==> config.mk <==
export PLATFORM = sky130hd
export DESIGN_NAME = pwm_output_action_logic
export DESIGN_NICKNAME = d
export VERILOG_FILES = /design/src/pwm_action_pkg.sv /design/src/pwm_output_action_logic.sv /design/src/pwm_output_channel.sv
export VERILOG_INCLUDE_DIRS = /design/src
export SDC_FILE = /design/constraint.sdc
export NUM_CORES = 1
export LEC_CHECK = 0
export ABC_AREA = 1
export BUFFER_PORTS_ARGS = -buffer_cell sky130_fd_sc_hd__buf_2
export CAP_MARGIN = 10
export CORE_MARGIN = 1.5
export CORE_UTILIZATION = 30
export DETAILED_ROUTE_END_ITERATION = 8
export GPL_ROUTABILITY_DRIVEN = 0
export HOLD_SLACK_MARGIN = 0.02
export PLACE_DENSITY_LB_ADDON = 0.25
export SLEW_MARGIN = 40
export SYNTH_ARGS = -nofsm -noshare
export SYNTH_HDL_FRONTEND = slang
export SYNTH_SLANG_ARGS = --single-unit
==> constraint.sdc <==
create_clock -name mclk -period 5.46 [get_ports mclk]
set_input_delay 1.092 -clock mclk [delete_from_list [all_inputs] [get_ports mclk]]
set_output_delay 1.092 -clock mclk [all_outputs]
set_load 0.005 [all_outputs]
==> src/pwm_action_cfg.svh <==
/*
 * Register offsets, field positions and reset values for the PWM output-action block.
 * Assumes a byte-addressed register port; every offset is a word address times four.
 */
`ifndef PWM_ACTION_CFG_SVH
`define PWM_ACTION_CFG_SVH

// ----------------------------------------------------------------------
// Register offsets
// ----------------------------------------------------------------------
`define GEN0_A_OFFSET 12'h060
`define GEN1_A_OFFSET 12'h0A0
`define GEN2_A_OFFSET 12'h0E0
`define GEN0_B_OFFSET 12'h064
`define GEN1_B_OFFSET 12'h0A4
`define GEN2_B_OFFSET 12'h0E4
`define GEN0_CTL_OFFSET 12'h040
`define GEN1_CTL_OFFSET 12'h080
`define GEN2_CTL_OFFSET 12'h0C0

// ----------------------------------------------------------------------
// Field positions
// ----------------------------------------------------------------------
`define ZERO_LSB 0
`define LOAD_LSB 2
`define CAU_LSB 4
`define CAD_LSB 6
`define CBU_LSB 8
`define CBD_LSB 10
`define ACT_REG_WIDTH 12
`define CTL_MODE_BIT 1

// ----------------------------------------------------------------------
// Reset values and action codes
// ----------------------------------------------------------------------
`define ACT_REG_RESET 12'h000
`define CTL_RESET 1'b0
`define ACT_NONE 2'h0
`define ACT_TOGGLE 2'h1
`define ACT_LOW 2'h2
`define ACT_HIGH 2'h3

`endif

==> src/pwm_action_pkg.sv <==
/*
 * Types shared by the PWM output-action block.
 * Assumes the constants header is compiled alongside.
 */
package pwm_action_pkg;

    // Counter and comparator event pulses of one generator, one cycle each.
    typedef struct packed {
        logic zero;
        logic load;
        logic cmp_a_up;
        logic cmp_a_down;
        logic cmp_b_up;
        logic cmp_b_down;
    } gen_events_type;

    typedef struct packed {
        logic [1:0] cmp_b_down_action;
        logic [1:0] cmp_b_up_action;
        logic [1:0] cmp_a_down_action;
        logic [1:0] cmp_a_up_action;
        logic [1:0] load_match_action;
        logic [1:0] zero_match_action;
    } action_fields_type;

    typedef struct packed {
        logic [11:0] addr;
        logic [31:0] wdata;
        logic wr;
        logic rd;
    } reg_req_type;

endpackage : pwm_action_pkg

==> src/pwm_output_action_logic.sv <==
/*
 * PWM output-action logic for three generators, each with outputs A and B.
 * Register map, byte offsets, generator n = 0..2 spaced 0x040 apart:
 *   control word (bit 1 = up/down mode) at 0x040 + n * 0x040,
 *   output A action word at 0x060 + n * 0x040,
 *   output B action word at 0x064 + n * 0x040.
 * Action words hold six two-bit fields in bits 11:0; bits 31:12 read zero.
 * Assumes the counter and comparators sit outside and deliver one-cycle event pulses
 * on mclk; register port strobes come from a master on the same clock.
 */
// Notes on behaviour
// - Two-bit actions: keep, toggle, low, high.
// - Bits 9:8 act on compare B up.
// - Bits 7:6 act on compare A down.
// - Bits 5:4 act on compare A up.
// - Bits 3:2 act on counter equals load.
// - Bits 1:0 act on counter zero.
// - All action fields reset to zero.
// - B output driven by its own register.
// - Up matches only in up/down mode.
// - Zero or load beats comparator events.
// - Output B: compare B beats compare A.
// - B registers at 0x064, 0x0A4, 0x0E4.
// - Output A: compare A beats compare B.
// - Bits 11:10 act on compare B down.
`timescale 1ns/1ps
`include "pwm_action_cfg.svh"

module pwm_output_action_logic (
    input wire logic mclk,
    input wire logic sys_rst,
    input wire pwm_action_pkg::reg_req_type reg_req,
    output logic [31:0] reg_rdata_r,
    input wire pwm_action_pkg::gen_events_type gen0_events,
    input wire pwm_action_pkg::gen_events_type gen1_events,
    input wire pwm_action_pkg::gen_events_type gen2_events,
    output logic gen0_output_a,
    output logic gen1_output_a,
    output logic gen2_output_a,
    output logic gen0_output_b,
    output logic gen1_output_b,
    output logic gen2_output_b
);
    import pwm_action_pkg::*;

    logic [11:0] act_a_r [0:2];
    logic [11:0] act_b_r [0:2];
    logic [2:0] mode_r;
    logic [31:0] rdata_nxt;
    gen_events_type ev [0:2];
    logic [2:0] out_a;
    logic [2:0] out_b;
    logic [2:0] sel_a;
    logic [2:0] sel_b;
    logic [2:0] sel_ctl;
    logic [2:0] wr_a_en;
    logic [2:0] wr_b_en;
    logic [2:0] wr_ctl_en;
    action_fields_type fields_a [0:2];
    action_fields_type fields_b [0:2];

    assign ev[0] = gen0_events;
    assign ev[1] = gen1_events;
    assign ev[2] = gen2_events;

    // The action words are viewed as named fields once, so every channel sees one layout.
    assign fields_a[0] = action_fields_type'(act_a_r[0]);
    assign fields_a[1] = action_fields_type'(act_a_r[1]);
    assign fields_a[2] = action_fields_type'(act_a_r[2]);
    assign fields_b[0] = action_fields_type'(act_b_r[0]);
    assign fields_b[1] = action_fields_type'(act_b_r[1]);
    assign fields_b[2] = action_fields_type'(act_b_r[2]);

    // Index 0..2 of a generator's A, B or control word; 3 means no match.
    function automatic logic [1:0] gen_index(input logic [11:0] addr, input logic [1:0] kind);
        logic [11:0] base;
        base = (kind == 2'h0) ? `GEN0_A_OFFSET :
               (kind == 2'h1) ? `GEN0_B_OFFSET : `GEN0_CTL_OFFSET;
        if (addr == base) begin
            gen_index = 2'h0;
        end else if (addr == base + 12'h040) begin
            gen_index = 2'h1;
        end else if (addr == base + 12'h080) begin
            gen_index = 2'h2;
        end else begin
            gen_index = 2'h3;
        end
    endfunction : gen_index

    // Action words occupy bits 11:0; the upper bits always read as zero.
    function automatic logic [31:0] action_word(input logic [11:0] f);
        action_word = {20'h00000, f};
    endfunction : action_word

    // The control word carries the mode bit alone; other bits read zero.
    function automatic logic [31:0] ctl_word(input logic m);
        ctl_word = 32'h0000_0000;
        ctl_word[`CTL_MODE_BIT] = m;
    endfunction : ctl_word

    // ----------------------------------------------------------------------
    // Address decode
    // ----------------------------------------------------------------------
    // Writes and reads share one set of selects, so a word always reads back from
    // the same address that changes it.
    always_comb begin
        sel_a = 3'h0;
        sel_b = 3'h0;
        sel_ctl = 3'h0;
        for (int i = 0; i < 3; i++) begin
            sel_a[i] = (gen_index(reg_req.addr, 2'h0) == 2'(i));
            sel_b[i] = (gen_index(reg_req.addr, 2'h1) == 2'(i));
            sel_ctl[i] = (gen_index(reg_req.addr, 2'h2) == 2'(i));
        end
    end

    assign wr_a_en = sel_a & {3{reg_req.wr}};
    assign wr_b_en = sel_b & {3{reg_req.wr}};
    assign wr_ctl_en = sel_ctl & {3{reg_req.wr}};

    // ----------------------------------------------------------------------
    // Register writes
    // ----------------------------------------------------------------------
    // One process per generator; bits 31:12 of an action word are dropped on write.
    always_ff @(posedge mclk) begin
        if (sys_rst) begin
            act_a_r[0] <= `ACT_REG_RESET;
            act_b_r[0] <= `ACT_REG_RESET;
            mode_r[0] <= `CTL_RESET;
        end else begin
            if (wr_a_en[0]) begin
                act_a_r[0] <= reg_req.wdata[11:0];
            end
            if (wr_b_en[0]) begin
                act_b_r[0] <= reg_req.wdata[11:0];
            end
            if (wr_ctl_en[0]) begin
                mode_r[0] <= reg_req.wdata[`CTL_MODE_BIT];
            end
        end
    end

    always_ff @(posedge mclk) begin
        if (sys_rst) begin
            act_a_r[1] <= `ACT_REG_RESET;
            act_b_r[1] <= `ACT_REG_RESET;
            mode_r[1] <= `CTL_RESET;
        end else begin
            if (wr_a_en[1]) begin
                act_a_r[1] <= reg_req.wdata[11:0];
            end
            if (wr_b_en[1]) begin
                act_b_r[1] <= reg_req.wdata[11:0];
            end
            if (wr_ctl_en[1]) begin
                mode_r[1] <= reg_req.wdata[`CTL_MODE_BIT];
            end
        end
    end

    always_ff @(posedge mclk) begin
        if (sys_rst) begin
            act_a_r[2] <= `ACT_REG_RESET;
            act_b_r[2] <= `ACT_REG_RESET;
            mode_r[2] <= `CTL_RESET;
        end else begin
            if (wr_a_en[2]) begin
                act_a_r[2] <= reg_req.wdata[11:0];
            end
            if (wr_b_en[2]) begin
                act_b_r[2] <= reg_req.wdata[11:0];
            end
            if (wr_ctl_en[2]) begin
                mode_r[2] <= reg_req.wdata[`CTL_MODE_BIT];
            end
        end
    end

    // ----------------------------------------------------------------------
    // Register reads
    // ----------------------------------------------------------------------
    always_comb begin
        rdata_nxt = 32'h0000_0000;
        if (sel_a[0]) begin
            rdata_nxt = action_word(act_a_r[0]);
        end
        if (sel_b[0]) begin
            rdata_nxt = action_word(act_b_r[0]);
        end
        if (sel_ctl[0]) begin
            rdata_nxt = ctl_word(mode_r[0]);
        end

        if (sel_a[1]) begin
            rdata_nxt = action_word(act_a_r[1]);
        end
        if (sel_b[1]) begin
            rdata_nxt = action_word(act_b_r[1]);
        end
        if (sel_ctl[1]) begin
            rdata_nxt = ctl_word(mode_r[1]);
        end

        if (sel_a[2]) begin
            rdata_nxt = action_word(act_a_r[2]);
        end
        if (sel_b[2]) begin
            rdata_nxt = action_word(act_b_r[2]);
        end
        if (sel_ctl[2]) begin
            rdata_nxt = ctl_word(mode_r[2]);
        end
    end

    // Read data stand only in the cycle after the strobe, zero otherwise.
    always_ff @(posedge mclk) begin
        if (sys_rst) begin
            reg_rdata_r <= 32'h0000_0000;
        end else if (reg_req.rd) begin
            reg_rdata_r <= rdata_nxt;
        end else begin
            reg_rdata_r <= 32'h0000_0000;
        end
    end

    // ----------------------------------------------------------------------
    // Output channels
    // ----------------------------------------------------------------------
    // Output A and output B of a generator share the event pulses but not the
    // action words; each channel resolves coincident events on its own, so the
    // two pins may take different actions in the same cycle.
    // generator 0 output A
    pwm_output_channel u_gen0_a (
        .mclk(mclk),
        .sys_rst(sys_rst),
        .events(ev[0]),
        .actions(fields_a[0]),
        .up_down_mode(mode_r[0]),
        .b_wins(1'b0),
        .out_r(out_a[0])
    );

    pwm_output_channel u_gen0_b (
        .mclk(mclk),
        .sys_rst(sys_rst),
        .events(ev[0]),
        .actions(fields_b[0]),
        .up_down_mode(mode_r[0]),
        .b_wins(1'b1),
        .out_r(out_b[0])
    );

    pwm_output_channel u_gen1_a (
        .mclk(mclk),
        .sys_rst(sys_rst),
        .events(ev[1]),
        .actions(fields_a[1]),
        .up_down_mode(mode_r[1]),
        .b_wins(1'b0),
        .out_r(out_a[1])
    );

    pwm_output_channel u_gen1_b (
        .mclk(mclk),
        .sys_rst(sys_rst),
        .events(ev[1]),
        .actions(fields_b[1]),
        .up_down_mode(mode_r[1]),
        .b_wins(1'b1),
        .out_r(out_b[1])
    );

    pwm_output_channel u_gen2_a (
        .mclk(mclk),
        .sys_rst(sys_rst),
        .events(ev[2]),
        .actions(fields_a[2]),
        .up_down_mode(mode_r[2]),
        .b_wins(1'b0),
        .out_r(out_a[2])
    );

    pwm_output_channel u_gen2_b (
        .mclk(mclk),
        .sys_rst(sys_rst),
        .events(ev[2]),
        .actions(fields_b[2]),
        .up_down_mode(mode_r[2]),
        .b_wins(1'b1),
        .out_r(out_b[2])
    );

    // Channel outputs are flip-flops already; these are plain wires to the pins.
    assign gen0_output_a = out_a[0];
    assign gen1_output_a = out_a[1];
    assign gen2_output_a = out_a[2];
    assign gen0_output_b = out_b[0];
    assign gen1_output_b = out_b[1];
    assign gen2_output_b = out_b[2];

endmodule : pwm_output_action_logic

==> src/pwm_output_channel.sv <==
/*
 * One PWM output: applies the winning event action to its output flip-flop.
 * Assumes event pulses are synchronous to mclk and one cycle long.
 */
`timescale 1ns/1ps
`include "pwm_action_cfg.svh"

module pwm_output_channel (
    input wire logic mclk,
    input wire logic sys_rst,
    input wire pwm_action_pkg::gen_events_type events,
    input wire pwm_action_pkg::action_fields_type actions,
    input wire logic up_down_mode,
    input wire logic b_wins,
    output logic out_r
);
    import pwm_action_pkg::*;

    logic [1:0] act_sel;
    logic a_up;
    logic b_up;
    logic a_ev;
    logic b_ev;
    logic out_nxt;

    function automatic logic apply_action(input logic [1:0] act, input logic cur);
        case (act)
            `ACT_TOGGLE: apply_action = ~cur;
            `ACT_LOW: apply_action = 1'b0;
            `ACT_HIGH: apply_action = 1'b1;
            default: apply_action = cur;
        endcase
    endfunction : apply_action

    // ----------------------------------------------------------------------
    // Event priority
    // ----------------------------------------------------------------------
    always_comb begin
        a_up = events.cmp_a_up & up_down_mode;
        b_up = events.cmp_b_up & up_down_mode;
        a_ev = a_up | events.cmp_a_down;
        b_ev = b_up | events.cmp_b_down;
        act_sel = `ACT_NONE;
        if (events.zero) begin
            act_sel = actions.zero_match_action;
        end else if (events.load) begin
            act_sel = actions.load_match_action;
        end else if (a_ev && (!b_wins || !b_ev)) begin
            act_sel = a_up ? actions.cmp_a_up_action : actions.cmp_a_down_action;
        end else if (b_ev) begin
            act_sel = b_up ? actions.cmp_b_up_action : actions.cmp_b_down_action;
        end
        out_nxt = apply_action(act_sel, out_r);
    end

    always_ff @(posedge mclk) begin
        if (sys_rst) begin
            out_r <= 1'b0;
        end else begin
            out_r <= out_nxt;
        end
    end

endmodule : pwm_output_channel
; Word-level counts from Yosys, hierarchy flattened
; Memories as Yosys holds them, arrays and structs flattened.
; Cells that the tools add are included.
[op_classes]
n_mux = 86
n_bitwise = 28
eq_ne = 33
reduce_logical = 18
[ops]
columns = op, count
row1 = $mux 12, 14
row2 = $mux 2, 43
row3 = $eq 12x8->1 const B, 6
row4 = $eq 12x7->1 const B, 3
row5 = $eq 2x2->1 const B, 15
row6 = $mux 1, 23
row7 = $eq 2x1->1 const B, 9
row8 = $pmux 1 s3, 6
row9 = $reduce_bool 3->1, 6
row10 = $or 1x1->1, 12
row11 = $reduce_or 10->1, 1
row12 = $and 3x3->3, 3
row13 = $not 1->1, 7
row14 = $and 1x1->1, 6
row15 = $logic_not 2->1, 3
row16 = $logic_and 1x1->1, 3
row17 = $logic_not 1->1, 3
row18 = $reduce_or 3->1, 1
row19 = $reduce_or 2->1, 1
[word_totals]
regBits = 41
ramBits = 72
memories = 2
[mem_list]
columns = name, words, word_bits, rd, rd_clocked_by_memory_dff, write_ports, line
row1 = act_a_r, 3, 12, 3, 0, 3, pwm_output_action_logic.sv:46  ; logic [11:0] act_a_r [0:2];
row2 = act_b_r, 3, 12, 3, 0, 3, pwm_output_action_logic.sv:47  ; logic [11:0] act_b_r [0:2];

; Depth between registers and ports, before layout
; Gate-level depths: netlist of run 1.
[depth]
ltp_word = 14
mapped_depth = 12
depth_no_buf = 12

; Cells and area by module
; A second synthesis of run 1 with hierarchy kept.
[hier_totals]
cells_unflattened = 675
hier_area_um2 = 5333.9
[modules_own_cells]
columns = module, area_each_um2, cells_per_inst, n_inst, seq_area_each_um2
row1 = pwm_output_action_logic, 4012.6, 399, 1, 2462.4
row2 = pwm_output_channel, 220.2, 46, 6, 20.0

; Worst setup path before layout of run 1
; No wires, ideal clock.
[synth_timing]
kind = input to register
startpoint = input reg_req[35] (netlist name)
endpoint = memory act_b_r[0][0] (enable)
arrival_time_ns = 2.629
stages = 6
setup_slack_ns = 2.434
setup_time_ns = 0.398
path_cell_list = nor2_2 nand2_2 buf_6 nor2_4 inv_2 o21ai_0
[synth_lines]
columns = element, line
row1 = "start, declared", pwm_output_action_logic.sv:32  ; input wire pwm_action_pkg::reg_req_type reg_req,
row2 = "end, declared", pwm_output_action_logic.sv:47

==> results of run 1 <==
final timing paths:
path / to / slack (ns) / cells past startpoint / startpoint
worst max-delay path: act_b_r[1][8]$_SDFFCE_PN0P_ / 2.64 / 9 / reg_req[44]
worst min-delay path: u_gen0_b.out_r$_SDFFE_PP0P_ / 0.53 / 2 / u_gen0_b.out_r$_SDFFE_PP0P_
worst max register to register: u_gen0_b.out_r$_SDFFE_PP0P_ / 3.70 / 7 / mode_r[0]$_SDFFE_PP0P_
worst min register to register: u_gen0_b.out_r$_SDFFE_PP0P_ / 0.53 / 2 / u_gen0_b.out_r$_SDFFE_PP0P_
per-layer routing:
metal	up-vias	routed length, µm
met4	0	335
met1	1997	6140
met5	-	0
li1	2076	-
met2	159	6410
met3	24	730
critical path, delay by kind of cell:
family / cells / cell delay [ns]
buffers and inverters: 4 / 0.60
AND/OR/NAND/NOR: 4 / 0.87
AO/OA/AOI/OAI: 1 / 0.28
through the flow:
step | total power [mW] | cells
2_1_floorplan | 0.899 | 620
3_3_place_gp | 0.945 | 871
5_1_grt | 1.66 | 887
6_report | 1.60 | 887
3_5_place_dp | 0.948 | 871
4_1_cts | 1.61 | 887
cell families after synthesis:
group	Yosys count
and+or+nand+nor	289
AOI/OAI and AO/OA	111
buffers and inverters	107
DFF	93
other	1
cells in the final DEF (no fill, tap or decap), types with 2 or more instances in the layout:
cell type	count
dfxtp_1	21
nor2_2	5
o21ai_0	47
inv_1	62
nand2_2	7
inv_2	7
conb_1	20
buf_4	6
a31oi_1	12
clkbuf_16	12
nor3_2	2
nand4_1	5
buf_2	63
nand3_1	41
nand2_1	104
nor2_4	5
nor2_1	115
o21ai_1	4
nand3_2	3
a21oi_1	36
o211ai_1	7
edfxtp_1	72
where the power goes:
group | internal, mW | switching, mW
combinational | 0.0395 | 0.0840
sequential | 0.792 | 0.0176
clock | 0.394 | 0.276
registers in the layout, summed over array words and instances (netlist names):
signal          count
u_gen0_b.out_r      1
u_gen2_a.out_r      1
u_gen1_a.out_r      1
u_gen1_b.out_r      1
act_a_r            36
reg_rdata_r        12
u_gen2_b.out_r      1
act_b_r            36
mode_r              3
u_gen0_a.out_r      1
cell type report:
class | count | area (µm²)
tap | 220 | 275
inverter | 69 | 259
clock buffer | 13 | 304
timing repair buffer | 69 | 360
clock inverter | 3 | 20.0
multi-input combinational | 420 | 1940
sequential | 93 | 2580
fill | 1708 | 10700
==> metrics.md, run 1 <==
| Metric | Value |
|---|---|
| Io pins | 104 |
| Setup ws final | 2.64 ns |
| Dpl ws | 2.29 ns |
| Longest Clk Path Bufs | 2 |
| Placed inst area | 5420 µm² |
| Adder-cell share of the synthesized area | 0% |
| Syn. warnings | 0 |
| Area of the die | 17400 µm² |
| CTS tree | done |
| WHS | 0.532 ns |
| ANT cells | 0 |
| Crit Path Category | in2reg |
| Share of post-route cells with drive strength above 1 | 17.4% |
| CP endpoint kind | flop |
| H-tree levels | 3 |
| Final Hold Vio Count | 0 |
| # hold bufs at CTS | 0 |
| First-pass GRT wire length | 21700 µm |
| Maximum vdd drop | 0.117 mV |
| Root Buffer | clkbuf_16 |
| CTS Buf Count | 9 |
| Final #Nets | 728 |
| Slew HR | 47.7% |
| CP Data Arrival Time | 2.86 ns |
| Xor/xnor cell area share of the yosys netlist | 0% |
| Initial antenna violation count | 0 |
| Power density over cell area | 279 nW/µm² |
| Max-cap violations | 0 |
| Setup Skew | 0.00827 ns |
| Final core utilization | 35.0% |
| Post-synth top flop | edfxtp_1 |
| Synth area leaders | edfxtp_1 43%, nor2_1 8.6%, dfxtp_1 8.4% |
| Max-slew violations | 0 |
| Vias in the first global route | 4171 |
| Global routing usage on met1 | 21.1% |
| Post_cts resized | 0 |
| Post-layout min period | 2.82 ns |
| Clk sink count | 93 |
| Synth Register Bits | 93 |
| Avg Vias per Cell | 4.80 |
| Unrepaired setup endpoints after global routing | no |
| Cells after Synth | 601 |
| CP max FO | 15 |
| CP max stage cell | nor2_4 |
| Final Cell Area | 5740 µm² |
| Crit start category | primary input |
| Top-count cell post-synth | nor2_1 |
| Setup TNS | 0 ns |
| Number of I/O port buffers | 63 |
| 1st-pass router iterations | 5 |
| CP required | 5.50 ns |
| Yosys top cell by area | edfxtp_1 |
| Syn Std Cell Area | 5000 µm² |
| Core area | 16400 µm² |
| Initial core utilization | 30.5% |
| Met3 Usage GRT | 2.11% |
| Critical path's most frequent cell | nor2_4 |
| HPWL after DPL | 10300 µm |
| DR vias | 4256 |
| DR DRC count | 0 |
| Grt ovf | 0 |
| Hold Path Class | reg2reg |
| Gr usage total | 15.8% |
| Static Leak | 2.42 nW |
| Post-synthesis sequential area ratio | 51.7% |
| Crit-path cells | buf_2 -> inv_1 -> nand2_1 -> nor2_4 -> nand2_2 -> nor2_4 -> inv_2 -> o21ai_0 -> buf_4 |
| Mux cell area share after synthesis | 0% |
| P&R area growth vs syn | 14.9% |
| Avg Cell Area, Syn | 8.31 µm² |
| Routed WL | 13600 µm |
| Row count | 47 |
| Top-area cell type share of the netlist area | 43.3% |
| Complex-gate fraction of the synthesized area | 12.1% |
| Final setup vio count | 0 |
| Largest family of logic cells by synthesized area | simple AND/OR/NAND/NOR gates |
| Reg clk slew, reported paths | 0.07 ns |
| Die span in x | 132 µm |
| Status | completed |
| Max Freq | 0.355 GHz |
| Most Crowded Layer GR | met2 |
| Pin count of the biggest net entering global routing | 21 |
| Actual slew at the worst max-slew pin | 0.781 ns |
| Final antenna-violating net count | 0 |
| Largest stage delay, worst path | 0.36 ns |
| Clk_lat worst skew | 0.34 ns |
| Post-synth EDFFs | 72 |
| GRT met2 Usage | 26.1% |
| Synth top cells by count | 115 x nor2_1, 104 x nand2_1, 72 x edfxtp_1 |
| Post-CTS setup buffer count | 0 |
| First DRT Iteration DRCs | 322 |
| Ys async rst share | 0% |
| Simple-Gate Fraction of Synth Area | 25.2% |
| WL/cell | 15.4 µm |
| Die Y | 132 µm |
| Period utilisation layout | 51.6% |
| Distinct cells, synth | 30 |
Note: power is estimated with default switching activity, not from simulation.
==> inputs of run 2 (changes only) <==
==> constraint.sdc (replaced) <==
create_clock -name mclk -period 2.5 [get_ports mclk]
set_input_delay 0.5 -clock mclk [delete_from_list [all_inputs] [get_ports mclk]]
set_output_delay 0.5 -clock mclk [all_outputs]
set_load 0.005 [all_outputs]
==> metrics.md, run 2 (synthesis results as in run 1) <==
| Metric | Value |
|---|---|
| DR vias | 4209 |
| Total power draw | 3.37 mW |
| Dpl ws | 0.305 ns |
| Die span in x | 132 µm |
| Top Registers | act_a_r: 36 flops, act_b_r: 36 flops, reg_rdata_r: 12 flops |
| Core area | 16400 µm² |
| Reg2Reg Launch Point | mode_r[0]$_SDFFE_PP0P_ |
| CTS Buf Count | 9 |
| Fill cells | 1735 |
| Final Hold Vio Count | 0 |
| Crit start category | primary input |
| Power density over cell area | 584 nW/µm² |
| Area of the die | 17400 µm² |
| CP max FO | 12 |
| CP Data Arrival Time | 1.88 ns |
| Maximum vdd drop | 0.282 mV |
| Largest stage delay, worst path | 0.32 ns |
| Unrepaired setup endpoints after global routing | no |
| P&R area growth vs syn | 15.4% |
| Max-slew violations | 0 |
| Final setup vio count | 0 |
| Post-layout min period | 1.84 ns |
| Routed WL | 13700 µm |
| Hold Path End | mode_r[0]$_SDFFE_PP0P_ |
| Worst hold start | sys_rst |
| Max Freq | 0.542 GHz |
| Io pins | 104 |
| Hold path depth | 2 |
| Root Buffer | clkbuf_16 |
| Max-cap violations | 0 |
| Commonest cells after routing, fill and taps aside | 115 x nor2_1, 104 x nand2_1, 72 x edfxtp_1 |
| Reg clk slew, reported paths | 0.07 ns |
| CP required | 2.54 ns |
| Vias in the first global route | 4137 |
| Setup TNS | 0 ns |
| Crit-path cells | buf_2 -> nor2_2 -> nand2_2 -> nor2_4 -> inv_2 -> o21ai_0 -> buf_4 |
| Longest Clk Path Bufs | 2 |
| Setup ws final | 0.655 ns |
| 1st-pass router iterations | 5 |
| Initial antenna violation count | 0 |
| DR DRC count | 0 |
| Post_cts resized | 0 |
| Gr usage total | 16.1% |
| Status | completed |
| Pin count of the biggest net entering global routing | 19 |
| CTS tree | done |
| First DRT Iteration DRCs | 303 |
| Row count | 47 |
| Hold Path Class | in2reg |
| First-pass GRT wire length | 21900 µm |
| Grt ovf | 0 |
| CP max stage cell | nor2_4 |
| Final #Nets | 736 |
| Commonest non-fill, non-tap cell in the layout | nor2_1 |
| Flop-to-flop setup slack | 0.70 ns |
| Setup Skew | 0.00498 ns |
| Clk_lat worst skew | 0.34 ns |
| HPWL after DPL | 10600 µm |
| # hold bufs at CTS | 0 |
| WL/cell | 15.3 µm |
| H-tree levels | 3 |
| Reg2reg end | u_gen0_b.out_r$_SDFFE_PP0P_ |
| Initial core utilization | 30.5% |
| ANT cells | 0 |
| Actual slew at the worst max-slew pin | 0.558 ns |
| Crit Path Category | in2reg |
| Avg Vias per Cell | 4.70 |
| CP endpoint kind | flop |
| Period utilisation layout | 73.8% |
| Share of post-route cells with drive strength above 1 | 18.4% |
| FF-to-FF path depth | 9 |
| Number of I/O port buffers | 63 |
| Static Leak | 2.44 nW |
| Slew HR | 62.7% |
| Clk sink count | 93 |
| Die Y | 132 µm |
| Final antenna-violating net count | 0 |
| Post-CTS setup buffer count | 0 |
run 2: worst max-delay path by stage:
| stage | from | to | cells past startpoint |
|---|---|---|---|
| 2_1_floorplan | reg_req[35] | act_b_r[0][0]$_SDFFCE_PN0P_ | 6 |
| 3_5_place_dp | reg_req[35] | act_b_r[1][6]$_SDFFCE_PN0P_ | 7 |
| 5_1_grt | reg_req[35] | act_b_r[1][5]$_SDFFCE_PN0P_ | 6 |
| 3_3_place_gp | reg_req[35] | act_b_r[1][6]$_SDFFCE_PN0P_ | 7 |
| 4_1_cts | reg_req[35] | act_b_r[1][6]$_SDFFCE_PN0P_ | 7 |
| 6_report | reg_req[35] | act_b_r[1][6]$_SDFFCE_PN0P_ | 7 |
run 2: power by group:
part	switching [mW]	total, mW	internal [mW]
clock network	0.594	1.33	0.735
registers	0.0392	1.77	1.73
logic	0.182	0.270	0.0888
run 2: through the flow:
| stage | hold WS (ns) | util (%) | cells | cell area (µm²) |
|---|---|---|---|---|
| after global routing | 0.352 | 35.1 | 895 | 5770 |
| after detailed placement | 0.511 | 33.4 | 879 | 5480 |
| final | 0.342 | 35.1 | 895 | 5770 |
| after global placement | 0.503 | 33.4 | 879 | 5480 |
| after CTS | 0.333 | 35.1 | 895 | 5770 |
| after floorplan | 0.460 | - | 620 | 5070 |
run 2: cell type report:
class                           count  area, µm²  area share (%)
Clock buffer                       11        254            4.40
Clock inverter                      5       32.5           0.564
Inverter                           69        259            4.49
Multi-Input combinational cell    420       1940            33.7
Sequential cell                    93       2580            44.8
Tap cell                          220        275            4.77
Timing Repair Buffer               77        420            7.29
run 2: critical path: cells and delay by family:
kind            cells  cell delay [ns]
compound gates      1             0.17
simple gates        3             0.71
buf+inv             3             0.48
run 2: metal layers:
layer	vias to the layer above	share of wire, %	GRT usage (%)
met3	17	3.9	1.69
met5	-	0	0
met1	1983	46	21.4
li1	2093	-	-
met4	0	1.9	6.11
met2	116	48	27.0
==> inputs of run 3 (changes only) <==
==> constraint.sdc (replaced) <==
create_clock -name mclk -period 1.5 [get_ports mclk]
set_input_delay 0.3 -clock mclk [delete_from_list [all_inputs] [get_ports mclk]]
set_output_delay 0.3 -clock mclk [all_outputs]
set_load 0.005 [all_outputs]
==> metrics.md, run 3 (synthesis results as in run 1) <==
| Metric | Value |
|---|---|
| Routed WL | 14400 µm |
| WL met1 | 6440 µm |
| Row count | 47 |
| Maximum vdd drop | 0.513 mV |
| Final Cell Area | 6410 µm² |
| CP Data Arrival Time | 1.49 ns |
| Final antenna-violating net count | 0 |
| Commonest non-fill, non-tap cell in the layout | nor2_1 |
| Static Leak | 2.74 nW |
| WL met3 | 611 µm |
| Period utilisation layout | 95.8% |
| Share of post-route cells with drive strength above 1 | 27.1% |
| Clk sink count | 93 |
| Placed inst area | 5960 µm² |
| 1st-pass router iterations | 4 |
| DR top layer | met4 |
| First DRT Iteration DRCs | 239 |
| Die span in x | 132 µm |
| Clk_lat worst skew | 0.34 ns |
| CTS Buf Count | 9 |
| Hold Path Class | in2reg |
| Unrepaired setup endpoints after global routing | yes |
| H-tree levels | 3 |
| CP endpoint kind | flop |
| Post-layout min period | 1.44 ns |
| Power density over cell area | 918 nW/µm² |
| CTS tree | done |
| Io pins | 104 |
| Max-slew violations | 0 |
| First-pass GRT wire length | 22800 µm |
| Gr usage total | 16.8% |
| Longest Clk Path Bufs | 2 |
| Pin count of the biggest net entering global routing | 20 |
| Number of buffers and inverters on the critical path | 5 |
| Vias in the first global route | 4305 |
| Core area | 16400 µm² |
| Number of I/O port buffers | 63 |
| Avg Vias per Cell | 4.72 |
| Max-cap violations | 0 |
| HPWL after DPL | 11000 µm |
| Root Buffer | clkbuf_16 |
| Final Hold Vio Count | 0 |
| P&R area growth vs syn | 28.3% |
| Crit start category | primary input |
| CP required | 1.56 ns |
| Initial core utilization | 30.5% |
| Initial antenna violation count | 0 |
| WL/cell | 15.4 µm |
| Final setup vio count | 0 |
| Die Y | 132 µm |
| Crit-path cells | buf_2 -> inv_12 -> nand2_4 -> nor2_4 -> buf_4 -> nand2_2 -> nor2_4 -> inv_2 -> o21ai_4 -> buf_12 |
| Commonest cells after routing, fill and taps aside | 112 x nor2_1, 96 x nand2_1, 72 x edfxtp_1 |
| ANT cells | 0 |
| Grt ovf | 0 |
| Final #Nets | 776 |
| Met2 WL post-DR | 7080 µm |
| DR DRC count | 0 |
| DR vias | 4417 |
| Largest stage delay, worst path | 0.18 ns |
| Reg clk slew, reported paths | 0.07 ns |
| Top Registers | act_a_r: 36 flops, act_b_r: 36 flops, reg_rdata_r: 12 flops |
| Max Freq | 0.696 GHz |
| Crit Path Category | in2reg |
| CP max FO | 12 |
| Critical path's most frequent cell | nor2_4 |
| Area of the die | 17400 µm² |
| Status | completed |
| # hold bufs at CTS | 0 |
| Setup Skew | 0.00668 ns |
| Top delay family on crit path | buffers and inverters |
| CP max stage cell | buf_4 |
| Final core utilization | 39.1% |
-- run 3: changes by cell type in the layout (fill, tap and decap cells not counted), sizes merged --
cell      previous run  this run
buf                 77       117
clkbuf              11        12
clkinv               3         0
bufinv               0         1
clkinvlp             1         2
-- run 3: worst paths after layout --
path	startpoint	endpoint	slack (ns)	cells after the start
max	reg_req[45]	act_a_r[2][9]$_SDFFCE_PN0P_	0.06	10
min	sys_rst	mode_r[2]$_SDFFE_PP0P_	0.16	2
max reg2reg	mode_r[0]$_SDFFE_PP0P_	u_gen0_a.out_r$_SDFFE_PP0P_	0.07	10
min reg2reg	u_gen0_b.out_r$_SDFFE_PP0P_	u_gen0_b.out_r$_SDFFE_PP0P_	0.53	2
-- run 3: per-stage QoR --
step / setup TNS, ns / std cells / power, mW / worst slack, ns / hold WS, ns
after CTS: 0 / 931 / 5.91 / 0.00721 / 0.153
final: 0 / 935 / 5.89 / 0.0637 / 0.156
after detailed placement: -35.30 / 915 / 3.55 / -0.327 / 0.516
after global routing: -0.160 / 935 / 6.10 / -0.0336 / 0.146
after floorplan: -2.23 / 620 / 3.29 / -0.0735 / 0.369
after global placement: -32.52 / 915 / 3.54 / -0.322 / 0.503
-- run 3: power breakdown --
group          internal (mW)  switching [mW]  total, mW
registers               2.88          0.0680       2.95
logic                  0.212           0.348      0.560
clock network           1.40           0.980       2.38
-- run 3: area by class of cell --
type	instances	area [µm²]
Timing Repair Buffer	117	850
Inverter	69	282
Tap cell	220	275
Clock inverter	4	53.8
Sequential cell	93	2590
Clock buffer	12	258
Fill cell	1660	10000
Multi-Input combinational cell	420	2100
-- run 3: routing by layer --
metal	vias up	GRT usage [%]
met5	-	0
met2	143	29.1
met4	0	6.36
met3	22	2.23
met1	2078	21.4
li1	2174	-
-- run 3: timing repair --
action / in CTS / in global routing
pin swaps: 0 / 12
gates resized for setup: 9 / 38
setup buffers: 0 / 4
setup endpoints to repair: 5 / 23
